[src/tpo_pkg.sv]
// Purpose: Constants shared by the timing pattern output unit
// Assumes: Four 4-bit groups, four timer channels
// Notes:   Reset values follow the control register defaults
`default_nettype none
package tpo_pkg;
  localparam int unsigned TPO_GROUPS = 4;
  localparam int unsigned TPO_GROUP_W = 4;
  localparam int unsigned TPO_CHANNELS = 4;
  localparam int unsigned TPO_BITS = 16;
  localparam logic [15:0] TPO_DATA_RST = 16'h0000;
  localparam logic [15:0] TPO_ENABLE_RST = 16'h0000;
  localparam logic [15:0] TPO_DIR_RST = 16'h0000;
  // All groups on channel 3 after reset
  localparam logic [7:0] TPO_TRIG_SEL_RST = 8'hff;
  localparam logic [3:0] TPO_NOV_RST = 4'h0;
endpackage
`default_nettype wire

[src/tpo_unit.sv]
// Purpose: Timing pattern output unit, 16 outputs in four 4-bit groups
// Assumes: Timer trigger inputs are single-cycle pulses on core_clk
// Notes:   Copy happens on the rising edge that samples the trigger pulse
// Notes on behaviour
// - Drive pattern only when direction set and timer output enable clear
// - Enabled output shows current port data first
// - Trigger copies enabled next-data into port data
// - Pin function chosen by enable and direction
// - Enable without direction: input, data still updated
// - Capture on register A replaces compare match
// - Timer output owns pin, pattern not driven
// - Copy happens regardless of pin owner
// - Non-overlap: all bits copied at compare A
// - Non-overlap: only zero bits copied at compare B
// - Two-bit select picks channel per group
// - Normal mode updates only at compare A
`default_nettype none
module tpo_unit
  import tpo_pkg::*;
(
  input  wire logic        core_clk,
  input  wire logic        resetn,
  input  wire logic [15:0] next_data,
  input  wire logic [15:0] next_data_enable,
  input  wire logic [15:0] port_direction,
  input  wire logic        port_data_we,
  input  wire logic [15:0] port_data_wdata,
  input  wire logic [7:0]  trigger_select,
  input  wire logic [3:0]  group_nonoverlap_enable,
  input  wire logic [3:0]  timer_compare_a,
  input  wire logic [3:0]  timer_compare_b,
  input  wire logic [3:0]  timer_capture_a,
  input  wire logic [3:0]  timer_capture_mode,
  input  wire logic [15:0] timer_output_enable,
  output logic      [15:0] port_data,
  output logic      [15:0] pattern_out,
  output logic      [15:0] pattern_oe
);
  import tpo_pkg::*;

  logic [15:0] port_data_q;
  logic [15:0] pattern_out_q;
  logic [15:0] pattern_oe_q;
  logic [3:0]  event_a;
  logic [3:0]  event_b;
  logic [15:0] copy_mask;

  // Register A event: capture when configured as capture register
  function automatic logic chan_event_a(input logic [3:0] cmp, input logic [3:0] cap,
                                        input logic [3:0] capm, input logic [1:0] ch);
    chan_event_a = capm[ch] ? cap[ch] : cmp[ch];
  endfunction

  // Trigger decode is purely combinational so the copy lands on the very next edge
  always_comb begin
    copy_mask = '0;
    event_a   = '0;
    event_b   = '0;
    for (int g = 0; g < TPO_GROUPS; g++) begin
      event_a[g] = chan_event_a(timer_compare_a, timer_capture_a, timer_capture_mode,
                                trigger_select[2*g +: 2]);
      event_b[g] = group_nonoverlap_enable[g] & timer_compare_b[trigger_select[2*g +: 2]];
      for (int b = 0; b < TPO_GROUP_W; b++) begin
        // Normal mode reacts to A only; B moves only zeros
        if (event_a[g]) begin
          copy_mask[g*TPO_GROUP_W + b] = next_data_enable[g*TPO_GROUP_W + b];
        end else if (event_b[g]) begin
          copy_mask[g*TPO_GROUP_W + b] = next_data_enable[g*TPO_GROUP_W + b]
                                         & ~next_data[g*TPO_GROUP_W + b];
        end
      end
    end
  end

  // Trigger copy wins over a software write; pattern bits are read-only
  always_ff @(posedge core_clk) begin
    if (!resetn) begin
      port_data_q <= TPO_DATA_RST;
    end else begin
      for (int i = 0; i < TPO_BITS; i++) begin
        if (copy_mask[i]) begin
          port_data_q[i] <= next_data[i];
        end else if (port_data_we && !next_data_enable[i]) begin
          port_data_q[i] <= port_data_wdata[i];
        end
      end
    end
  end

  // Output stage registered; reflects stored data so first value is current
  always_ff @(posedge core_clk) begin
    if (!resetn) begin
      pattern_out_q <= TPO_DATA_RST;
      pattern_oe_q  <= TPO_DIR_RST;
    end else begin
      pattern_out_q <= port_data_q;
      pattern_oe_q  <= port_direction & ~timer_output_enable;
    end
  end

  assign port_data   = port_data_q;
  assign pattern_out = pattern_out_q;
  assign pattern_oe  = pattern_oe_q;

  // Channel code of group 0, used by the capture checks
  logic [1:0] sel0;
  logic [1:0] sel2;
  assign sel0 = trigger_select[1:0];
  assign sel2 = trigger_select[5:4];

  // Copy path checks

  chk_copy_on_a: assert property (@(posedge core_clk) disable iff (!resetn)
    event_a[0] && next_data_enable[0] |=> port_data_q[0] == $past(next_data[0]))
    else $error("group 0 bit 0 not copied at A");

  chk_b_zero_only: assert property (@(posedge core_clk) disable iff (!resetn)
    !event_a[0] && event_b[0] && next_data[1] && next_data_enable[1] |=> $stable(port_data_q[1]))
    else $error("one bit copied at B");

  chk_b_zero_copy: assert property (@(posedge core_clk) disable iff (!resetn)
    !event_a[0] && event_b[0] && !next_data[2] && next_data_enable[2] |=> !port_data_q[2])
    else $error("zero bit not copied at B");

  chk_normal_ignores_b: assert property (@(posedge core_clk) disable iff (!resetn)
    !group_nonoverlap_enable[0] && !event_a[0] && !port_data_we |=> $stable(port_data_q[3:0]))
    else $error("normal mode changed without A");

  chk_disabled_bit: assert property (@(posedge core_clk) disable iff (!resetn)
    !next_data_enable[4] && !port_data_we |=> $stable(port_data_q[4]))
    else $error("disabled bit changed");

  // Input pins still take the copy, even though nothing is driven
  chk_copy_no_dir: assert property (@(posedge core_clk) disable iff (!resetn)
    event_a[1] && next_data_enable[5] && !port_direction[5]
    |=> port_data_q[5] == $past(next_data[5]))
    else $error("input pin bit not copied");

  // Timer-owned pins keep their data current for a later hand-back
  chk_copy_timer_pin: assert property (@(posedge core_clk) disable iff (!resetn)
    event_a[0] && next_data_enable[1] && timer_output_enable[1]
    |=> port_data_q[1] == $past(next_data[1]))
    else $error("timer pin bit not copied");

  chk_capture_copy: assert property (@(posedge core_clk) disable iff (!resetn)
    timer_capture_mode[sel0] && timer_capture_a[sel0] && next_data_enable[3]
    |=> port_data_q[3] == $past(next_data[3]))
    else $error("capture did not copy");

  chk_sel_route: assert property (@(posedge core_clk) disable iff (!resetn)
    timer_compare_a[sel2] && !timer_capture_mode[sel2]
    |-> event_a[2])
    else $error("selected channel not routed");

  // Software write path

  chk_write_refused: assert property (@(posedge core_clk) disable iff (!resetn)
    port_data_we && next_data_enable[8] && !copy_mask[8]
    |=> $stable(port_data_q[8]))
    else $error("write reached read-only bit");

  chk_write_lands: assert property (@(posedge core_clk) disable iff (!resetn)
    port_data_we && !next_data_enable[9]
    |=> port_data_q[9] == $past(port_data_wdata[9]))
    else $error("generic write lost");

  // Pin stage checks, then the capture-mode select check

  chk_oe_timer: assert property (@(posedge core_clk) disable iff (!resetn)
    timer_output_enable[5] |=> !pattern_oe[5])
    else $error("pattern driven on timer pin");

  chk_oe_dir: assert property (@(posedge core_clk) disable iff (!resetn)
    port_direction[6] && !timer_output_enable[6] |=> pattern_oe[6])
    else $error("output not enabled");

  chk_oe_input: assert property (@(posedge core_clk) disable iff (!resetn)
    !port_direction[7]
    |=> !pattern_oe[7])
    else $error("input pin driven");

  // Pin always shows the stored word, so enabling output shows current data
  chk_out_pipe: assert property (@(posedge core_clk) disable iff (!resetn)
    1'b1
    |=> pattern_out == $past(port_data_q))
    else $error("pin does not follow port data");

  chk_out_follow: assert property (@(posedge core_clk) disable iff (!resetn)
    event_a[3] && next_data_enable[12] |=> ##1 pattern_out[12] == $past(next_data[12], 2))
    else $error("output late after trigger");

  chk_capture_sel: assert property (@(posedge core_clk) disable iff (!resetn)
    timer_capture_mode[sel0] && !timer_capture_a[sel0] |-> !event_a[0])
    else $error("compare used in capture mode");

  // Main scenarios

  cov_normal: cover property (@(posedge core_clk) event_a[0] && !group_nonoverlap_enable[0]);
  cov_nov_b: cover property (@(posedge core_clk) event_b[1] && !event_a[1]);
  cov_capture: cover property (@(posedge core_clk) timer_capture_mode[sel0] && event_a[0]);
  cov_write_refused: cover property (@(posedge core_clk) port_data_we && |next_data_enable);
  cov_timer_pin: cover property (@(posedge core_clk) event_a[0] && timer_output_enable[1]);

endmodule  // tpo_unit
`default_nettype wire

[config.mk]
export PLATFORM = sky130hd
export DESIGN_NAME = tpo_unit
export DESIGN_NICKNAME = d
export VERILOG_FILES = /design/src/tpo_pkg.sv /design/src/tpo_unit.sv
export SDC_FILE = /design/constraint.sdc
export NUM_CORES = 1
export LEC_CHECK = 0
export BUFFER_PORTS_ARGS = -buffer_cell sky130_fd_sc_hd__buf_2
export CAP_MARGIN = 20
export CORE_ASPECT_RATIO = 0.8
export CORE_MARGIN = 3
export CORE_UTILIZATION = 30
export CTS_CLUSTER_SIZE = 20
export DETAILED_ROUTE_END_ITERATION = 7
export HOLD_SLACK_MARGIN = 0.02
export PLACE_DENSITY = 0.62
export SETUP_SLACK_MARGIN = 0.3
export SYNTH_ARGS = -nofsm -noshare
export SYNTH_HDL_FRONTEND = slang
export SYNTH_SLANG_ARGS = --single-unit
[constraint.sdc]
create_clock -name core_clk -period 2.6 [get_ports core_clk]
set_input_delay 0.26 -clock core_clk [delete_from_list [all_inputs] [get_ports core_clk]]
set_output_delay 0.26 -clock core_clk [all_outputs]
set_load 0.01 [all_outputs]
==> results.ini <==
[outcome]
outcome=finished clean

[timing]
fin_setup_tns_ns=0
finalMaxSlewViolations=0
grt_setup_unrepaired=false
clock_skew_ns=0.00514
hold_ws_ns=0.107
setup_violations=0
relSlewSlack=0.337
fin_crit_ns=1.58
fin_crit_sh=0.607
fmax_mhz=634
final_hold_viol_count=0
worst_pin_slew_ns=0.993

[die]
core_sq_um=7090
initial_utilization=0.319
row_count=27
fp.dieH_um=83.6
io_pins=159
die_area_sq_um=8620
fp.dieW_um=103

[power]
internal_power_mw=1.22
ir_drop_uv=195
power_frac_seq=0.487
switching_share=0.269
power_frac_clock=0.271
combPwrFrac=0.241
power.leakage_nw=1.63
powerDensity_nw_per_um2=515
switchingPower_uw=447

[clocking]
cts_tree=built
root_buffer=clkbuf_8
cts_sinks=48
clk_pin_slew_worst_paths_ns=0.09
ctsResizeCount=0
ctsHoldBuffers=0
clockBufferDepth=2
clk_latency_ns=0.29
post_cts.repair.setup_buffers=0
cts_buffers=5
htree_levels=2

[final_layout]
nNetsFinal=462
multi_input_area_sq_um=1220
syn_to_final_growth_pct=43.0
nFillCells=680
drive_above_1_share=0.538
insertedDiodeCount=0
regArea_sq_um=961

[yosys]
yosys-top-cells-area=dfxtp_1 (43%), mux4_1 (14%), mux2_2 (8.0%)
yosysMostFrequentCell=dfxtp_1
synth_commonest_cells=dfxtp_1 (48), inv_1 (17)
synth-seq-cells=48
syn_area_sq_um=2260
synth_edf_count=0
syn_nets=302
synth_warnings=0
synth.top_cell.area_share=0.425
synthArstFlopShare=0
ys_seq_area_frac=0.425
synth_cells=191
ys_types=15
avgSynthCellArea_sq_um=11.8
synth_top_flop_cell=dfxtp_1
yosysTopAreaCell=dfxtp_1

[global_route]
grt_pass1_vias=2038
grt_util_all_layers=0.154
grt_pass1_wl_um=10500
grt_max_degree=32
antenna_found_initial=0
grt_overflow=0

[critical_path]
slowest_stage=mux4_1
worstSetupPathType=input port to flop
endpoint_kind=flop
path_max_fanout=5
worstReg2RegStart=port_data[12]$_SDFFE_PN0P_
arrival_ns=1.78
r2r_cells=3
slowest_delay_ns=0.58
reg2reg_to=port_data[12]$_SDFFE_PN0P_
rrSetupSlack_ns=1.65
worst-path-buf-inv=1
critPathLaunchType=input port
cp_cell_sequence=buf_2 > mux4_1 > mux2_4 > a21o_1 > a311oi_1
crit_family=multiplexers
cp.required_ns=2.80

[place]
io_buffers=158
hpwl_um=5700
gp_congestion=0.849

[drt]
drc=0
viasPerCell=4.80
avgRoutedWirePerCell_um=16.0
first_pass_iters=4
dr_wl_met2_um=3090
dr.max_layer_used=met4
drt_iter0_drc=33
drt-met1-wl_um=3240
wl_um=7010
met3_length_um=639
antenna_left=0
via_count=2101

[hold_path]
min_from=timer_output_enable[9]
hold_class=input port to flop
min_to=pattern_oe[9]$_SDFF_PN0_
hold_depth=2

[run]
max_cap_viol_count=0

## metal layers
layer / track usage / vias up
met3: 0.0376 / 5
met2: 0.243 / 114
li1: - / 1034
met4: 0.0247 / 0
met5: 0 / -
met1: 0.216 / 948
## sequential cells by signal (all words and copies together), names as in the netlist
register	flops
pattern_oe	16
pattern_out	16
port_data	16
## power groups by stage
stage | clock (mW) | sequential, mW | combinational (mW)
after CTS | 0.478 | 0.813 | 0.405
after detailed placement | 0 | 0.830 | 0.404
final | 0.452 | 0.812 | 0.402
after floorplan | 0 | 0.852 | 0.185
after global routing | 0.505 | 0.820 | 0.440
after global placement | 0 | 0.829 | 0.397
## layout by cell type, fill, tap and decap left out
master,count
a311oi_1,16
dfxtp_1,48
inv_1,17
mux2_4,4
clkbuf_8,6
mux4_2,4
nand2_1,1
clkinv_4,1
buf_2,158
nor3b_1,15
nor2_1,1
nor2b_1,16
mux4_1,12
a21oi_1,16
mux2_2,16
and2_1,16
a21o_1,4
## worst max-delay path by stage
stage	start	endpoint	depth (start not counted)
after detailed placement	trigger_select[4]	port_data[8]$_SDFFE_PN0P_	5
after global routing	trigger_select[0]	port_data[3]$_SDFFE_PN0P_	5
after CTS	trigger_select[4]	port_data[8]$_SDFFE_PN0P_	5
final	trigger_select[4]	port_data[8]$_SDFFE_PN0P_	5
after global placement	trigger_select[0]	port_data[1]$_SDFFE_PN0P_	5
after floorplan	trigger_select[0]	port_data[0]$_SDFFE_PN0P_	4
## final cells by class
| cell class | instances | area share |
|---|---|---|
| tap | 87 | 0.0337 |
| multi-input combinational | 121 | 0.376 |
| clock inverter | 1 | 0.00271 |
| sequential | 48 | 0.297 |
| clock buffer | 6 | 0.0256 |
| timing repair buffer | 158 | 0.245 |
| inverter | 17 | 0.0197 |
## worst register-to-register path: cells and delay by family, from the launching register on
| family | cells | cell delay, ns |
|---|---|---|
| flip-flops | 1 | 0.34 |
| AO/OA/AOI/OAI | 2 | 0.19 |
| multiplexers | 1 | 0.27 |
## kinds of logic (layout without fill, tap and decap cells)
kind of cell / count (synthesis) / count (layout) / synth area share
AND/OR/NAND/NOR: 49 / 49 / 0.142
flip-flops: 48 / 48 / 0.425
multiplexers: 36 / 36 / 0.286
AO/OA/AOI/OAI: 36 / 36 / 0.111
buffers and inverters: 22 / 182 / 0.0365
## metrics by stage
stage / power, mW / setup WS, ns / std cells / util / instance area, sq um
after floorplan: 1.04 / 1.03 / 191 / - / 2260
after global routing: 1.77 / 0.928 / 438 / 0.456 / 3230
after CTS: 1.70 / 1.01 / 438 / 0.456 / 3230
after global placement: 1.23 / 0.756 / 431 / 0.443 / 3140
final: 1.67 / 1.02 / 438 / 0.456 / 3230
after detailed placement: 1.23 / 0.696 / 431 / 0.443 / 3140
No activity file was read; power rests on OpenSTA's default activity.
